<file path="src/core/imd_pkg.sv">
// Package: opcodes, widths, status layout for the integer datapath
package imd_pkg;
  localparam int WORD_W = 16;
  localparam int PROD_W = 32;
  localparam int OPC_W  = 3;
  typedef enum logic [2:0] {
    IMD_OP_MUL  = 3'h0,
    IMD_OP_DIV  = 3'h1,
    IMD_OP_SQRT = 3'h2,
    IMD_OP_INC  = 3'h3,
    IMD_OP_DEC  = 3'h4,
    IMD_OP_ABS  = 3'h5
  } imd_op_type;
  localparam logic [15:0] WORD_MAX   = 16'h7fff;
  localparam logic [15:0] WORD_MIN   = 16'h8000;
  localparam logic [15:0] WORD_ZERO  = 16'h0000;
  localparam logic [15:0] WORD_ONE   = 16'h0001;
  localparam logic [15:0] WORD_RESET = 16'h0000;
  // Iterative engine lengths
  localparam int DIV_STEPS  = 16;
  localparam int SQRT_STEPS = 8;
  // Interrupt status bit positions
  localparam int IRQ_DONE   = 0;
  localparam int IRQ_DIVZ   = 1;
  localparam int IRQ_OPERR  = 2;
  localparam int IRQ_W      = 3;
  localparam logic [2:0] IRQ_MASK_RESET = 3'h0;
  // APB register offsets
  localparam logic [7:0] REG_CTRL   = 8'h00;
  localparam logic [7:0] REG_STATUS = 8'h04;
  localparam logic [7:0] REG_MASK   = 8'h08;
  localparam logic [7:0] REG_RESLO  = 8'h0c;
  localparam logic [7:0] REG_RESHI  = 8'h10;
  localparam logic [7:0] REG_FLAGS  = 8'h14;
  localparam int CTRL_ENABLE = 0;
endpackage

</file>
<file path="src/core/imd_core.sv">
// The address map and register access over APB are this design's own decisions.
`timescale 1ns/1ps
// Integer multiply/divide/root/step/abs datapath with APB status view
//
// Contract
// - Enabled multiply writes signed source product
// - Product is 32 bits, low word first
// - Divide writes quotient, then remainder word
// - Zero divisor raises error, no write
// - Square root writes truncated integer root
// - Zero flag set when root is zero
// - Borrow flag set when fraction dropped
// - Negative root source raises operand error
// - Increment wraps maximum to minimum
// - Decrement wraps minimum to maximum
// - Absolute value writes source magnitude
// - Most negative abs source raises operand error
module imd_core (
  input  wire logic        mclk,
  input  wire logic        nrst,
  input  wire logic        ce,
  input  wire logic        op_valid,
  input  wire logic [2:0]  op_code,
  input  wire logic [15:0] first_source,
  input  wire logic [15:0] second_source,
  input  wire logic [15:0] dest_in,
  output logic             busy,
  output logic             res_valid,
  output logic             res_two_words,
  output logic [15:0]      res_lo,
  output logic [15:0]      res_hi,
  output logic             zero_flag,
  output logic             borrow_flag,
  output logic             div_zero_err,
  output logic             operand_err,
  input  wire logic        psel,
  input  wire logic        penable,
  input  wire logic        pwrite,
  input  wire logic [7:0]  paddr,
  input  wire logic [31:0] pwdata,
  output logic [31:0]      prdata,
  output logic             pready,
  output logic             pslverr,
  output logic             irq
);
  typedef enum logic [1:0] {
    ST_IDLE = 2'b00,
    ST_DIV  = 2'b01,
    ST_SQRT = 2'b10
  } imd_state_type;

  imd_state_type state_q;
  logic        enable_q;
  logic [2:0]  irq_stat_q;
  logic [2:0]  irq_mask_q;
  logic        div_start;
  logic        sqrt_start;
  logic        div_done;
  logic        sqrt_done;
  logic [15:0] quo;
  logic [15:0] rem;
  logic [15:0] root;
  logic        inexact;
  logic        accept;
  logic        apb_acc;
  logic        rd_status;
  logic [2:0]  ev;
  logic [31:0] product;
  logic [15:0] sqrt_src_q;

  // Operations start only when idle and software enable is set
  assign accept     = op_valid && enable_q && state_q == ST_IDLE;
  assign apb_acc    = psel && penable;
  assign product    = 32'($signed(first_source)) * 32'($signed(second_source));
  assign div_start  = accept && op_code == imd_pkg::IMD_OP_DIV
                      && second_source != imd_pkg::WORD_ZERO;
  assign sqrt_start = accept && op_code == imd_pkg::IMD_OP_SQRT && !first_source[15];

  imd_divider #(.W(imd_pkg::WORD_W)) u_div (
    .mclk      (mclk),
    .nrst      (nrst),
    .ce        (ce),
    .start     (div_start),
    .dividend  (first_source),
    .divisor   (second_source),
    .done      (div_done),
    .quotient  (quo),
    .remainder (rem)
  );

  imd_sqrt #(.W(imd_pkg::WORD_W)) u_sqrt (
    .mclk     (mclk),
    .nrst     (nrst),
    .ce       (ce),
    .start    (sqrt_start),
    .radicand (first_source),
    .done     (sqrt_done),
    .root     (root),
    .inexact  (inexact)
  );

  // Sequencer state; results of the iterative engines land a cycle after done
  always_ff @(posedge mclk or negedge nrst) begin
    if (!nrst) begin
      state_q    <= ST_IDLE;
      sqrt_src_q <= imd_pkg::WORD_ZERO;
    end else if (ce) begin
      case (state_q)
        ST_IDLE: begin
          if (div_start) begin
            state_q <= ST_DIV;
          end else if (sqrt_start) begin
            state_q    <= ST_SQRT;
            sqrt_src_q <= first_source;
          end
        end
        ST_DIV: begin
          if (div_done) begin
            state_q <= ST_IDLE;
          end
        end
        ST_SQRT: begin
          if (sqrt_done) begin
            state_q <= ST_IDLE;
          end
        end
        default: state_q <= ST_IDLE;
      endcase
    end
  end

  // Busy output tracks the engines
  always_ff @(posedge mclk or negedge nrst) begin
    if (!nrst) begin
      busy <= 1'b0;
    end else if (ce) begin
      busy <= (div_start || sqrt_start) || (state_q != ST_IDLE && !div_done && !sqrt_done);
    end
  end

  // Result and flag writer
  always_ff @(posedge mclk or negedge nrst) begin
    if (!nrst) begin
      res_valid     <= 1'b0;
      res_two_words <= 1'b0;
      res_lo        <= imd_pkg::WORD_RESET;
      res_hi        <= imd_pkg::WORD_RESET;
      zero_flag     <= 1'b0;
      borrow_flag   <= 1'b0;
    end else if (ce) begin
      res_valid <= 1'b0;
      if (state_q == ST_DIV && div_done) begin
        res_valid     <= 1'b1;
        res_two_words <= 1'b1;
        res_lo        <= quo;
        res_hi        <= rem;
      end else if (state_q == ST_SQRT && sqrt_done) begin
        res_valid     <= 1'b1;
        res_two_words <= 1'b0;
        res_lo        <= root;
        res_hi        <= imd_pkg::WORD_ZERO;
        zero_flag     <= (root == imd_pkg::WORD_ZERO);
        borrow_flag   <= inexact;
      end else if (accept) begin
        case (op_code)
          imd_pkg::IMD_OP_MUL: begin
            res_valid     <= 1'b1;
            res_two_words <= 1'b1;
            res_lo        <= product[15:0];
            res_hi        <= product[31:16];
          end
          imd_pkg::IMD_OP_INC: begin
            res_valid     <= 1'b1;
            res_two_words <= 1'b0;
            res_lo        <= dest_in + imd_pkg::WORD_ONE;
          end
          imd_pkg::IMD_OP_DEC: begin
            res_valid     <= 1'b1;
            res_two_words <= 1'b0;
            res_lo        <= dest_in - imd_pkg::WORD_ONE;
          end
          imd_pkg::IMD_OP_ABS: begin
            if (first_source != imd_pkg::WORD_MIN) begin
              res_valid     <= 1'b1;
              res_two_words <= 1'b0;
              res_lo        <= first_source[15] ? 16'(-first_source) : first_source;
            end
          end
          default: res_valid <= 1'b0;
        endcase
      end
    end
  end

  // error is high for one enabled cycle per accepted bad request, so it repeats while the request is held; no write
  always_ff @(posedge mclk or negedge nrst) begin
    if (!nrst) begin
      div_zero_err <= 1'b0;
      operand_err  <= 1'b0;
    end else if (ce) begin
      div_zero_err <= accept && op_code == imd_pkg::IMD_OP_DIV
                      && second_source == imd_pkg::WORD_ZERO;
      operand_err  <= accept && ((op_code == imd_pkg::IMD_OP_SQRT && first_source[15])
                      || (op_code == imd_pkg::IMD_OP_ABS
                          && first_source == imd_pkg::WORD_MIN));
    end
  end

  // Events: done, divide-by-zero, operand error
  always_comb begin
    ev = '0;
    ev[imd_pkg::IRQ_DONE]  = res_valid;
    ev[imd_pkg::IRQ_DIVZ]  = div_zero_err;
    ev[imd_pkg::IRQ_OPERR] = operand_err;
  end
  assign rd_status = apb_acc && !pwrite && paddr == imd_pkg::REG_STATUS;

  // Sticky status; a read clears only what it reported, so late events survive
  always_ff @(posedge mclk or negedge nrst) begin
    if (!nrst) begin
      irq_stat_q <= '0;
    end else if (ce) begin
      irq_stat_q <= (rd_status ? (irq_stat_q & ~prdata[2:0]) : irq_stat_q) | ev;
    end
  end

  // Control and mask writes
  always_ff @(posedge mclk or negedge nrst) begin
    if (!nrst) begin
      enable_q   <= 1'b0;
      irq_mask_q <= imd_pkg::IRQ_MASK_RESET;
    end else if (ce && apb_acc && pwrite) begin
      if (paddr == imd_pkg::REG_CTRL) begin
        enable_q <= pwdata[imd_pkg::CTRL_ENABLE];
      end
      if (paddr == imd_pkg::REG_MASK) begin
        irq_mask_q <= pwdata[2:0];
      end
    end
  end

  // APB slave: no wait states, read data registered with pready
  always_ff @(posedge mclk or negedge nrst) begin
    if (!nrst) begin
      pready  <= 1'b0;
      prdata  <= 32'h0000_0000;
      pslverr <= 1'b0;
      irq     <= 1'b0;
    end else if (ce) begin
      irq     <= |(irq_stat_q & irq_mask_q);
      pready  <= psel && !penable;
      pslverr <= 1'b0;
      prdata  <= 32'h0000_0000;
      if (psel && !penable) begin
        case (paddr)
          imd_pkg::REG_CTRL:   prdata <= {31'h0, enable_q};
          imd_pkg::REG_STATUS: prdata <= {29'h0, irq_stat_q};
          imd_pkg::REG_MASK:   prdata <= {29'h0, irq_mask_q};
          imd_pkg::REG_RESLO:  prdata <= {16'h0, res_lo};
          imd_pkg::REG_RESHI:  prdata <= {16'h0, res_hi};
          imd_pkg::REG_FLAGS:  prdata <= {28'h0, operand_err, div_zero_err,
                                          borrow_flag, zero_flag};
          default:             pslverr <= 1'b1;
        endcase
      end
    end
  end

  // Checks
  property p_mul_result;
    @(posedge mclk) disable iff (!nrst)
      (ce && accept && op_code == imd_pkg::IMD_OP_MUL) |=>
        res_valid && {res_hi, res_lo} == $past(product);
  endproperty
  a_mul_result: assert property (p_mul_result) else $error("multiply result wrong");

  property p_divz;
    @(posedge mclk) disable iff (!nrst)
      (ce && accept && op_code == imd_pkg::IMD_OP_DIV && second_source == 16'h0000) |=>
        div_zero_err && !res_valid && state_q == ST_IDLE;
  endproperty
  a_divz: assert property (p_divz) else $error("zero divisor not refused");

  property p_div_finish;
    @(posedge mclk) disable iff (!nrst)
      (ce && div_start) |-> ##[1:40] (res_valid && res_two_words);
  endproperty
  a_div_finish: assert property (p_div_finish) else $error("divide never finished");

  property p_sqrt_zero;
    @(posedge mclk) disable iff (!nrst)
      (res_valid && !res_two_words && $past(state_q) == ST_SQRT) |->
        zero_flag == (res_lo == 16'h0000);
  endproperty
  a_sqrt_zero: assert property (p_sqrt_zero) else $error("zero flag mismatch");

  property p_sqrt_borrow;
    @(posedge mclk) disable iff (!nrst)
      (res_valid && $past(state_q) == ST_SQRT) |->
        borrow_flag == ({16'h0, res_lo} * {16'h0, res_lo} != {16'h0, sqrt_src_q});
  endproperty
  a_sqrt_borrow: assert property (p_sqrt_borrow) else $error("borrow flag mismatch");

  property p_opnd_err;
    @(posedge mclk) disable iff (!nrst)
      (ce && accept && op_code == imd_pkg::IMD_OP_SQRT && first_source[15]) |=>
        operand_err && !res_valid ##1 !operand_err;
  endproperty
  a_opnd_err: assert property (p_opnd_err) else $error("negative root accepted");

  property p_inc_wrap;
    @(posedge mclk) disable iff (!nrst)
      (ce && accept && op_code == imd_pkg::IMD_OP_INC && dest_in == 16'h7fff) |=>
        res_valid && res_lo == 16'h8000;
  endproperty
  a_inc_wrap: assert property (p_inc_wrap) else $error("increment wrap wrong");

  property p_dec_wrap;
    @(posedge mclk) disable iff (!nrst)
      (ce && accept && op_code == imd_pkg::IMD_OP_DEC && dest_in == 16'h8000) |=>
        res_valid && res_lo == 16'h7fff;
  endproperty
  a_dec_wrap: assert property (p_dec_wrap) else $error("decrement wrap wrong");

  property p_abs_min;
    @(posedge mclk) disable iff (!nrst)
      (ce && accept && op_code == imd_pkg::IMD_OP_ABS && first_source == 16'h8000) |=>
        operand_err && !res_valid && $stable(res_lo);
  endproperty
  a_abs_min: assert property (p_abs_min) else $error("minimum abs accepted");
endmodule

</file>
<file path="src/core/imd_divider.sv">
`timescale 1ns/1ps
// Sequential signed divider, quotient truncated toward zero
module imd_divider #(
  parameter int W = 16
) (
  input  wire logic         mclk,
  input  wire logic         nrst,
  input  wire logic         ce,
  input  wire logic         start,
  input  wire logic [W-1:0] dividend,
  input  wire logic [W-1:0] divisor,
  output logic              done,
  output logic [W-1:0]      quotient,
  output logic [W-1:0]      remainder
);
  logic [W-1:0] num_q;
  logic [W-1:0] den_q;
  logic [W:0]   rem_q;
  logic         qneg_q;
  logic         rneg_q;
  logic [5:0]   cnt_q;
  logic         busy_q;
  logic         fin_q;
  logic [W:0]   trial;

  // One restoring step per enabled cycle on magnitudes
  always_comb begin
    trial = {rem_q[W-1:0], num_q[W-1]} - {1'b0, den_q};
  end

  always_ff @(posedge mclk or negedge nrst) begin
    if (!nrst) begin
      num_q     <= '0;
      den_q     <= '0;
      rem_q     <= '0;
      qneg_q    <= 1'b0;
      rneg_q    <= 1'b0;
      cnt_q     <= '0;
      busy_q    <= 1'b0;
      fin_q     <= 1'b0;
      done      <= 1'b0;
      quotient  <= '0;
      remainder <= '0;
    end else if (ce) begin
      done <= 1'b0;
      if (start) begin
        num_q  <= dividend[W-1] ? W'(-dividend) : dividend;
        den_q  <= divisor[W-1] ? W'(-divisor) : divisor;
        rem_q  <= '0;
        qneg_q <= dividend[W-1] ^ divisor[W-1];
        rneg_q <= dividend[W-1];
        cnt_q  <= 6'(W);
        busy_q <= 1'b1;
      end else if (busy_q) begin
        if (!trial[W]) begin
          rem_q <= trial;
          num_q <= {num_q[W-2:0], 1'b1};
        end else begin
          rem_q <= {rem_q[W-1:0], num_q[W-1]};
          num_q <= {num_q[W-2:0], 1'b0};
        end
        cnt_q <= cnt_q - 6'h01;
        if (cnt_q == 6'h01) begin
          busy_q <= 1'b0;
          fin_q  <= 1'b1;
        end
      end
      // Sign fix-up one cycle after the last step, so it sees the final bits
      if (fin_q) begin
        fin_q     <= 1'b0;
        done      <= 1'b1;
        quotient  <= qneg_q ? W'(-num_q) : num_q;
        remainder <= rneg_q ? W'(-rem_q[W-1:0]) : rem_q[W-1:0];
      end
    end
  end
endmodule

</file>
<file path="src/core/imd_sqrt.sv">
`timescale 1ns/1ps
// Sequential integer square root, digit by digit
module imd_sqrt #(
  parameter int W = 16
) (
  input  wire logic         mclk,
  input  wire logic         nrst,
  input  wire logic         ce,
  input  wire logic         start,
  input  wire logic [W-1:0] radicand,
  output logic              done,
  output logic [W-1:0]      root,
  output logic              inexact
);
  localparam int HW = W / 2;
  logic [W-1:0]  val_q;
  logic [W+1:0]  rem_q;
  logic [HW-1:0] res_q;
  logic [4:0]    cnt_q;
  logic          busy_q;
  logic          fin_q;
  logic [W+1:0]  shifted;
  logic [W+1:0]  trial;

  always_comb begin
    shifted = {rem_q[W-1:0], val_q[W-1:W-2]};
    trial   = shifted - {{(W-HW){1'b0}}, res_q, 2'b01};
  end

  always_ff @(posedge mclk or negedge nrst) begin
    if (!nrst) begin
      val_q   <= '0;
      rem_q   <= '0;
      res_q   <= '0;
      cnt_q   <= '0;
      busy_q  <= 1'b0;
      fin_q   <= 1'b0;
      done    <= 1'b0;
      root    <= '0;
      inexact <= 1'b0;
    end else if (ce) begin
      done <= 1'b0;
      if (start) begin
        val_q  <= radicand;
        rem_q  <= '0;
        res_q  <= '0;
        cnt_q  <= 5'(HW);
        busy_q <= 1'b1;
      end else if (busy_q) begin
        val_q <= {val_q[W-3:0], 2'b00};
        if (!trial[W+1]) begin
          rem_q <= trial;
          res_q <= {res_q[HW-2:0], 1'b1};
        end else begin
          rem_q <= shifted;
          res_q <= {res_q[HW-2:0], 1'b0};
        end
        cnt_q <= cnt_q - 5'h01;
        if (cnt_q == 5'h01) begin
          busy_q <= 1'b0;
          fin_q  <= 1'b1;
        end
      end
      // Publish one cycle after the last step, once the bits have settled
      if (fin_q) begin
        fin_q   <= 1'b0;
        done    <= 1'b1;
        root    <= {{(W-HW){1'b0}}, res_q};
        // Nonzero remainder means a fraction was dropped
        inexact <= (rem_q != '0);
      end
    end
  end
endmodule

</file>
<file path="config.mk">
export PLATFORM = sky130hd
export DESIGN_NAME = imd_core
export DESIGN_NICKNAME = d
export VERILOG_FILES = /design/src/core/imd_pkg.sv /design/src/core/imd_core.sv /design/src/core/imd_divider.sv /design/src/core/imd_sqrt.sv
export SDC_FILE = /design/constraint.sdc
export NUM_CORES = 1
export LEC_CHECK = 0
export ABC_AREA = 1
export BUFFER_PORTS_ARGS = -buffer_cell sky130_fd_sc_hd__buf_2
export CAP_MARGIN = 15
export CORE_MARGIN = 8
export CORE_UTILIZATION = 55
export CTS_CLUSTER_DIAMETER = 40
export DETAILED_ROUTE_END_ITERATION = 8
export HOLD_SLACK_MARGIN = 0.05
export PLACE_DENSITY = 0.75
export RECOVER_POWER = 25
export REMOVE_ABC_BUFFERS = 1
export SLEW_MARGIN = 20
export SYNTH_ARGS = -nofsm -noshare
export SYNTH_HDL_FRONTEND = slang
export SYNTH_SLANG_ARGS = --single-unit
</file>
<file path="constraint.sdc">
create_clock -name mclk -period 7.6 [get_ports mclk]
set_clock_uncertainty 0.05 [all_clocks]
set_input_delay 0.76 -clock mclk [delete_from_list [all_inputs] [get_ports mclk]]
set_output_delay 0.76 -clock mclk [all_outputs]
set_load 0.01 [all_outputs]
</file>
## After elaboration in Yosys (flattened, before gate mapping)

Index checks and enable logic that the tools add are counted.

- $add $sub $neg: 10
- $mul: 1
- Equality and inequality tests: 20
- Muxes and demuxes: 67
- Bitwise gates (word level): 6
- Reduce and logical (&&, ||, !) cells: 58

Operators by type and width:

| operator | count |
|---|---|
| 16-bit 2-to-1 mux | 20 |
| 16-bit case mux with 6 select lines | 1 |
| 16-bit negator | 4 |
| 16-bit case mux with 4 select lines | 1 |
| 18-bit 2-to-1 mux | 3 |
| 16-bit zero test | 2 |
| 16-bit by 16-bit multiplier with 32-bit output | 1 |
| 1-bit 2-to-1 mux | 28 |
| 1-bit logical AND | 20 |
| 18-bit nonzero test | 1 |
| 18-bit by 10-bit subtractor with 18-bit output | 1 |
| 17-bit by 16-bit subtractor with 17-bit output | 1 |
| 16-bit by 1-bit adder with 16-bit output, second input constant | 1 |
| 16-bit equality test, second input constant | 1 |
| 8-bit by 4-bit equality test with 1-bit output, second input constant | 2 |
| 8-bit by 5-bit equality test with 1-bit output, second input constant | 2 |
| 8-bit 2-to-1 mux | 2 |
| 16-bit inequality test, second input constant | 1 |
| 16-bit nonzero test | 1 |
| 16-bit by 1-bit subtractor with 16-bit output, second input constant | 1 |
| 2-bit AND reduction | 7 |
| 6-bit 2-to-1 mux | 2 |
| 4-bit AND reduction | 3 |
| 5-bit 2-to-1 mux | 2 |
| 36 further kinds | 54 |

- Register bits: 233
- Input port bits: 98
- Output and inout port bits: 74
- Logic and storage cells: 199

## Logic depth before layout (Yosys ltp)

Gate-level depths: netlist (run 1).

- Depth in word-level cells: 7
- Mapped depth: 29
- Gate-level depth less buffers: 27

## By module

From an unflattened synthesis (run 1), not the netlist that was laid out.

- Cells, all modules: 3599
- Area total of the unflattened synthesis: 25812.3 µm²

By module, submodules not included:

| module | instances | cells an instance | area an instance (µm²) |
|---|---|---|---|
| imd_core | 1 | 2276 | 16130.5 |
| imd_divider | 1 | 913 | 6426.2 |
| imd_sqrt | 1 | 410 | 3255.6 |

## Worst setup path after synthesis (run 1)

No wires, ideal clock.

- Kind: in2reg
- Start point: in first_source[15]
- End point: reg res_hi[15]
- Arrival time: 6258 ps
- Data required time: 7473 ps
- Slack: 1215 ps
- Cell stages on the path: 24
- Cells stage by stage: buf_2 > clkbuf_1 > buf_1 > nand2_1 > fa_1 > inv_1 > fa_1 > fa_1 > fa_1 > fa_1 > inv_1 > fa_1 > inv_1 > ha_1 > nand2_1 > nor2_1 > nand2_1 > nor3_1 > nand2_1 > inv_1 > nor2_1 > nand2_1 > nand3_1 > a21oi_1

- Longest elaborated chain between the ends: 5

RTL lines:

| what | RTL line | text |
|---|---|---|
| start: declaration | imd_core.sv:24 | `input wire logic [15:0] first_source,` |
| 16-bit by 16-bit multiplier with 32-bit output | imd_core.sv:74 | `assign product = 32'($signed(first_source)) * 32'($signed(second_source));` |
| 16-bit 2-to-1 mux | imd_core.sv:165 | `case (op_code)` |
| 16-bit 2-to-1 mux | imd_core.sv:164 | `end else if (accept) begin` |
| 16-bit 2-to-1 mux | imd_core.sv:157 | `end else if (state_q == ST_SQRT && sqrt_done) begin` |
| 16-bit 2-to-1 mux | imd_core.sv:152 | `if (state_q == ST_DIV && div_done) begin` |
| end signal: assignment | imd_core.sv:156 | `res_hi <= rem;` |
| end signal: assignment | imd_core.sv:161 | `res_hi <= imd_pkg::WORD_ZERO;` |
| end signal: assignment | imd_core.sv:170 | `res_hi <= product[31:16];` |
| end: declaration | imd_core.sv:31 | `output logic [15:0] res_hi,` |

Every way passes these cells. The select of a mux whose other input is x is not followed.
A chain may end at the register's enable or synchronous reset.

## Worst setup path in the final report (run 1)

- Start point: in second_source[4]
- End point: reg res_hi[7]

- Longest elaborated chain between the ends: 5

RTL lines:

| what | RTL line | text |
|---|---|---|
| start: declaration | imd_core.sv:25 | `input wire logic [15:0] second_source,` |
| 16-bit by 16-bit multiplier with 32-bit output | imd_core.sv:74 |  |
| 16-bit 2-to-1 mux | imd_core.sv:165 |  |
| 16-bit 2-to-1 mux | imd_core.sv:164 |  |
| 16-bit 2-to-1 mux | imd_core.sv:157 |  |
| 16-bit 2-to-1 mux | imd_core.sv:152 |  |

Every way passes these cells. The select of a mux whose other input is x is not followed.

==> flow_summary.json, run 1 <==
{
  "max_freq_mhz": 156,
  "fillers": 4212,
  "crit_arrival_ns": 6.84,
  "track_usage_pct": 26.5,
  "synth_edf_count": 0,
  "routedWlPerCell_microns": 17.0,
  "cts.sinks": 217,
  "setup_viol": 0,
  "seqCellArea_sq_um": 5430,
  "rr_worst_depth": 16,
  "final_cell_mix": "868 x nand2_1, 719 x inv_1, 264 x fa_1",
  "violations": "capacitance limit, slew limit",
  "post-cts-setup-buffers": 0,
  "final_common_cell": "nand2_1",
  "path_common_cell": "fa_1",
  "r2r-start": "u_sqrt.res_q[4]$_DFFE_PN0P_",
  "path_delay_family": "adder cells",
  "grt_max_degree": 104,
  "max_slew_margin_pct": -273,
  "cp-end-kind": "flip-flop",
  "synthesis.area_sq_um": 24800,
  "synth_top_family_by_area": "adder cells",
  "cts-resized-gates": 0,
  "nets": 3937,
  "place_ws_ns": 0.729,
  "synth_xor_area_share_pct": 2.40,
  "hpwl_microns": 53700,
  "critPathRequiredTime_ns": 8.02,
  "slowest_stage": "fa_1",
  "synth-main-ff-cell": "dfrtp_1",
  "cts-hold-fix-buffers": 0,
  "status": "finished, violations left",
  "place.gp.congestion": 0.968,
  "grt_use_met1_pct": 36.6,
  "yosysSeqAreaShare_pct": 21.9,
  "multiInputGateArea_sq_um": 16000,
  "cp-start-kind": "input pin",
  "vias": 21659,
  "worst_slack_ns": 1.18,
  "grt_first_pass_wirelength_microns": 114000,
  "synthToLayoutAreaGrowth_pct": 7.22,
  "cts_tree": "built",
  "period_needed_ns": 6.42,
  "drtIter0Drc": 1767,
  "slew_viol_final": 160,
  "ir_drop_uv": 735,
  "hold-path-endpoint": "irq_mask_q[2]$_DFFE_PN0P_",
  "port_buffers": 126,
  "yosys_warnings": 0,
  "regToRegSetupSlack_ns": 4.21,
  "antenna_found_initial": 0,
  "rows": 78,
  "crit_type": "in2reg",
  "clock_latency_ns": 0.56,
  "cts-root-buf": "clkbuf_16",
  "whs_ns": 0.385,
  "synth_compound_area_share_pct": 9.91,
  "rsz0062_at_grt": "no",
  "numCtsBuffers": 28,
  "crit_chain": "buf_2 -> nand2_1 -> fa_1 -> inv_1 -> fa_1 -> fa_1 -> fa_1 -> fa_1 -> inv_1 -> fa_1 -> inv_1 -> ha_1 -> nand2_1 -> nor2_1 -> inv_1 -> nor2_1 -> nand4_1 -> nand4_1 -> nand3_1 -> a22oi_1",
  "route.detailed.drc": 0,
  "firstDrtPassIters": 7,
  "hold_violations": 0,
  "h-tree-depth": 1,
  "holdPathStages": 2,
  "cp_slowest_stage_delay_ns": 0.80,
  "synthMuxAreaShare_pct": 0.126,
  "critPathBufInv": 5,
  "grt-busiest-layer": "met2",
  "grt_pass1_vias": 21661,
  "tightest_slew_ns": 5.59,
  "dp_cells": 4014,
  "diodes": 0,
  "core_sq_um": 45000,
  "tns_ns": 0,
  "synth-seq-cells": 217,
  "top_level_ports": 172,
  "maxCapViolations": 2,
  "die_w_microns": 228,
  "gr-usage-met2_pct": 42.2,
  "die_h_microns": 228,
  "power_leakage_nw": 15.1,
  "ant_nets": 0,
  "drive_above_1_share_pct": 6.98,
  "postSynth.asyncResetShare_pct": 100,
  "power.density_nw_per_um2": 499,
  "crit_fanout": 19,
  "yosys.area_share.simple_pct": 23.8,
  "period_share_pct": 84.5,
  "fin_cells": 4066,
  "overflow": 0,
  "finalWirelength_microns": 69200,
  "hold_path.class": "in2reg",
  "r2r_end": "u_sqrt.rem_q[16]$_DFFE_PN0P_",
  "syn_inst": 3406,
  "use_met3_pct": 4.14,
  "vias_per_cell": 5.33,
  "hp-start": "pwdata[2]",
  "dieArea_sq_um": 52200,
  "yosys.cell_types.count": 58,
  "final_core_util_pct": 59.2,
  "synth_fa_ha_area_share_pct": 27.9,
  "max-clock-path-buffers": 3,
  "syn_avg_cell_area_sq_um": 7.29,
  "start_util_pct": 55.2,
  "clk_pin_slew_ns": 0.06
}
## flip-flops by register name, indices dropped and copies added (netlist names), 6 cells and up
name / flops
u_div.remainder: 16
res_hi: 16
u_sqrt.rem_q: 18
u_div.cnt_q: 6
u_div.den_q: 16
u_sqrt.root: 8
prdata: 16
u_sqrt.val_q: 16
u_div.quotient: 16
res_lo: 16
u_div.num_q: 16
u_div.rem_q: 16
u_sqrt.res_q: 8
## layout make-up
| cell class | instances | area share, % |
|---|---|---|
| well taps | 600 | 2.82 |
| repair buffers | 134 | 2.56 |
| multi-input cells | 2330 | 60.0 |
| clock buffers | 30 | 2.78 |
| inverters | 733 | 10.3 |
| flip-flops and latches | 217 | 20.4 |
| clock inverters | 22 | 1.09 |
## synthesized netlist by cell type, types with 3 or more instances
cell,number,area share (%)
nand2_2,5,0.13
nand3_1,213,4.3
o2111ai_1,3,0.11
nand2_4,3,0.14
o211ai_1,10,0.30
nand3b_1,11,0.33
o21bai_1,7,0.21
a21oi_2,8,0.28
nor2_1,201,3.0
o21ai_0,170,3.4
or2_2,10,0.25
o31ai_1,3,0.091
a21boi_0,5,0.15
inv_1,719,11
buf_6,8,0.36
nor4_1,4,0.10
a22o_1,12,0.42
dfrtp_1,217,22
ha_1,131,6.6
buf_4,24,0.73
fa_1,264,21
o21ai_1,21,0.42
inv_2,11,0.17
o21a_1,4,0.12
a31oi_1,5,0.13
o22ai_1,21,0.53
xnor2_1,20,0.71
and2_1,4,0.10
buf_2,36,0.73
buf_1,20,0.30
a22oi_1,7,0.21
nand2_1,868,13
nor3_1,29,0.58
a21oi_1,163,3.3
clkbuf_1,52,0.79
nor2_2,10,0.25
nor2_4,4,0.18
nand4_1,30,0.76
xor2_1,48,1.7
## metal layers
layer	vias up	routed length (microns)
li1	10494	-
met1	10232	30600
met2	796	30600
met3	137	5170
met4	0	2770
met5	-	0
## logic make-up after synthesis
logic type      Yosys count
compound gates          445
fa+ha+maj               395
xor+xnor                 68
flops                   217
other cells               1
buf+inv                 874
simple gates           1403
mux                       3
## where the power goes
| part | switching (mW) | internal, mW | total, mW | leakage, nW |
|---|---|---|---|---|
| clock network | 0.583 | 0.864 | 1.45 | 0.495 |
| logic | 6.91 | 3.63 | 10.5 | 11.9 |
| registers | 0.0684 | 1.22 | 1.29 | 2.73 |
| total | 7.56 | 5.71 | 13.3 | 15.1 |
## per-stage QoR
step	instance area (sq um)	power (mW)
global route	26600	14.8
finish	26600	13.3
detailed placement	25600	11.7
floorplan	24200	8.81
CTS	26600	13.2
global placement	25600	11.6
## worst max-delay path by stage
stage / from / slack, ns / to / cells past startpoint
after floorplan: second_source[15] / 1.77 / res_hi[2]$_DFFE_PN0P_ / 20
after detailed placement: second_source[4] / 0.73 / res_hi[13]$_DFFE_PN0P_ / 20
final: second_source[4] / 1.18 / res_hi[7]$_DFFE_PN0P_ / 20
after global routing: nrst / 0.94 / u_div.num_q[10]$_DFFE_PN0P_ / 2
after global placement: second_source[4] / 0.81 / res_hi[7]$_DFFE_PN0P_ / 20
after CTS: second_source[4] / 1.29 / res_hi[13]$_DFFE_PN0P_ / 20
Power figures use the tool's default switching activity.
==> run 2, diff against run 1 <==
ABC_AREA = 0   (was 1)
PLACE_DENSITY = 0.78   (was 0.75)
clock period = 5.35 ns   (was 7.6 ns; I/O delays follow)
==> run 2 against run 1 <==
  * The flow finishes with violations (capacitance limit, slew limit, setup timing)
  * Die area is 7.6% lower
  * Critical path depth is 4 higher
  * Routed wire length is 1.1% higher
  * Sequential cell count stayed put
  * Synthesized cell count is 25% lower
  * Area after synthesis is 8.1% lower
  * Core utilization is 9.0 points higher
  * Final cell count is 16% lower
  * Largest cell class unchanged
  * Non-clock buffer count is 247 higher
==> flow_summary.json, run 2 <==
{
  "cp-end-kind": "flip-flop",
  "yosys.cell_types.count": 80,
  "core_sq_um": 40900,
  "critPathRequiredTime_ns": 5.72,
  "drtIter0Drc": 2010,
  "status": "finished, violations left",
  "dieArea_sq_um": 48200,
  "final_cell_mix": "338 x nand2_1, 329 x inv_1, 242 x fa_1",
  "start_util_pct": 55.7,
  "maxCapViolations": 1,
  "crit_type": "in2reg",
  "routedWlPerCell_microns": 20.6,
  "h-tree-depth": 1,
  "ant_nets": 0,
  "place.gp.congestion": 0.943,
  "synth_top_area_share_pct": 23.8,
  "whs_ns": 0.202,
  "clock_latency_ns": 0.53,
  "max_freq_mhz": 176,
  "period_needed_ns": 5.68,
  "synth_most_common_cell": "inv_1",
  "synth-seq-cells": 217,
  "grt_pass1_vias": 20711,
  "max_slew_margin_pct": -112,
  "overflow": 0,
  "final_common_cell": "nand2_1",
  "clk_pin_slew_ns": 0.06,
  "cts-root-buf": "clkbuf_16",
  "rows": 74,
  "slew_viol_final": 125,
  "synth_edf_count": 0,
  "rsz0062_at_grt": "yes",
  "cp-start-kind": "input pin",
  "postSynth.asyncResetShare_pct": 100,
  "synth_top_cell_by_area": "dfrtp_1",
  "top_level_ports": 172,
  "period_share_pct": 106,
  "tns_ns": -3.58,
  "cts-hold-fix-buffers": 0,
  "largest_register_ffs": 18,
  "synthTopCellsByCount": "369 x inv_1, 347 x nand2_1, 264 x fa_1",
  "yosys_warnings": 0,
  "vias_per_cell": 5.88,
  "vias": 19987,
  "die_w_microns": 220,
  "syn_inst": 2565,
  "synth-main-ff-cell": "dfrtp_1",
  "synthToLayoutAreaGrowth_pct": 22.4,
  "tightest_slew_ns": 3.17,
  "violations": "capacitance limit, slew limit, setup timing",
  "grt_first_pass_wirelength_microns": 110000,
  "track_usage_pct": 28.7,
  "grt_max_degree": 125,
  "syn_avg_cell_area_sq_um": 8.89,
  "worst_slack_ns": -0.334,
  "numCtsBuffers": 27,
  "cts.sinks": 217,
  "route.detailed.drc": 0,
  "hold_path.class": "in2reg",
  "setup_viol": 18,
  "antenna_found_initial": 2,
  "nets": 3341,
  "max-clock-path-buffers": 3,
  "hpwl_microns": 52200,
  "port_buffers": 126,
  "synthesis.area_sq_um": 22800,
  "firstDrtPassIters": 8,
  "drive_above_1_share_pct": 23.1,
  "yosysSeqAreaShare_pct": 23.8,
  "crit_fanout": 9,
  "die_h_microns": 220,
  "hold_violations": 0,
  "synth_area_leaders": "dfrtp_1 24%, fa_1 23%, ha_1 7.2%",
  "crit_arrival_ns": 6.05,
  "finalWirelength_microns": 70000,
  "cts_tree": "built",
  "top_register": "u_sqrt.rem_q"
}
run 2: cell types whose count changed after synthesis, sizes merged, moves of 60 or more:
cell,delta
buf,-60
nand3,-192
and2,+121
clkbuf,+61
nand2,-528
a21oi,-81
nor2,-107
inv,-362
run 2: area by class of cell:
| class | instances | area, sq um |
|---|---|---|
| multi-input combinational | 1851 | 16500 |
| fill | 3001 | 13000 |
| sequential | 217 | 5430 |
| timing repair buffer | 381 | 3080 |
| inverter | 370 | 1390 |
| clock buffer | 30 | 697 |
| tap | 532 | 666 |
| clock inverter | 14 | 97.6 |
| antenna | 3 | 7.51 |
run 2: logic make-up after synthesis:
logic type                 share of synthesized area [%]
xor gates and xnor gates                            4.91
adders and majority gates                           30.4
and+or+nand+nor                                     15.6
DFF                                                 23.8
buffers and inverters                               8.83
other                                             0.0164
muxes                                               2.47
AOI/OAI and AO/OA                                   14.0
run 2: final timing paths:
path / slack [ns] / cells after the start / from / endpoint
setup / recovery: -0.33 / 24 / first_source[2] / res_hi[8]$_DFFE_PN0P_
max in group asynchronous: 2.30 / 2 / nrst / prdata[3]$_DFFE_PN0P_
hold reg to reg: 0.42 / 1 / u_sqrt.fin_q$_DFFE_PN0P_ / u_sqrt.fin_q$_DFFE_PN0P_
hold / removal: 0.20 / 2 / pwdata[0] / enable_q$_DFFE_PN0P_
setup reg to reg: 1.29 / 19 / u_sqrt.res_q[0]$_DFFE_PN0P_ / u_sqrt.rem_q[15]$_DFFE_PN0P_
min in group asynchronous: 0.98 / 1 / nrst / u_sqrt.rem_q[12]$_DFFE_PN0P_
run 2: repair_timing:
| action | 4_1_cts | 5_1_grt |
|---|---|---|
| pin swaps | 181 | 110 |
| buffers inserted | 46 | 9 |
| gates resized for setup | 313 | 77 |
| setup endpoints to repair | 21 | 22 |
run 2: stage by stage:
stage	util, %	cells	setup WS [ns]	area [sq um]
after floorplan	-	2438	-1.03	22200
after global placement	61.9	3314	-1.12	25300
after detailed placement	61.9	3314	-1.22	25300
after CTS	67.4	3390	-0.257	27600
after global routing	68.2	3397	-0.509	27900
final	68.2	3398	-0.334	27900
run 2: critical path, cell delays in order:
cell      delay (ns)
clkbuf_4        0.17
buf_6           0.16
and2_4          0.15
fa_2            0.44
fa_1            0.53
ha_2            0.17
inv_2           0.04
fa_1            0.51
inv_2           0.04
fa_1            0.55
inv_2           0.04
fa_1            0.50
inv_2           0.05
ha_4            0.28
a211oi_2        0.07
o21ai_1         0.18
o211ai_1        0.21
buf_4           0.21
a211o_4         0.35
a21boi_4        0.16
o21a_1          0.17
o21a_1          0.16
o31ai_2         0.07
mux2_4          0.29
run 2: per-layer routing:
layer	up-vias	global-route usage [%]	wire length, microns
met4	0	12.7	4160
met1	9863	37.0	26900
met3	257	4.09	5570
li1	8903	-	-
met2	964	47.8	33300
met5	-	0	0
Power of run 2 is left out: the tool's default activity adds up to more than one toggle a clock period on the data nets, which glitch-free logic cannot reach.
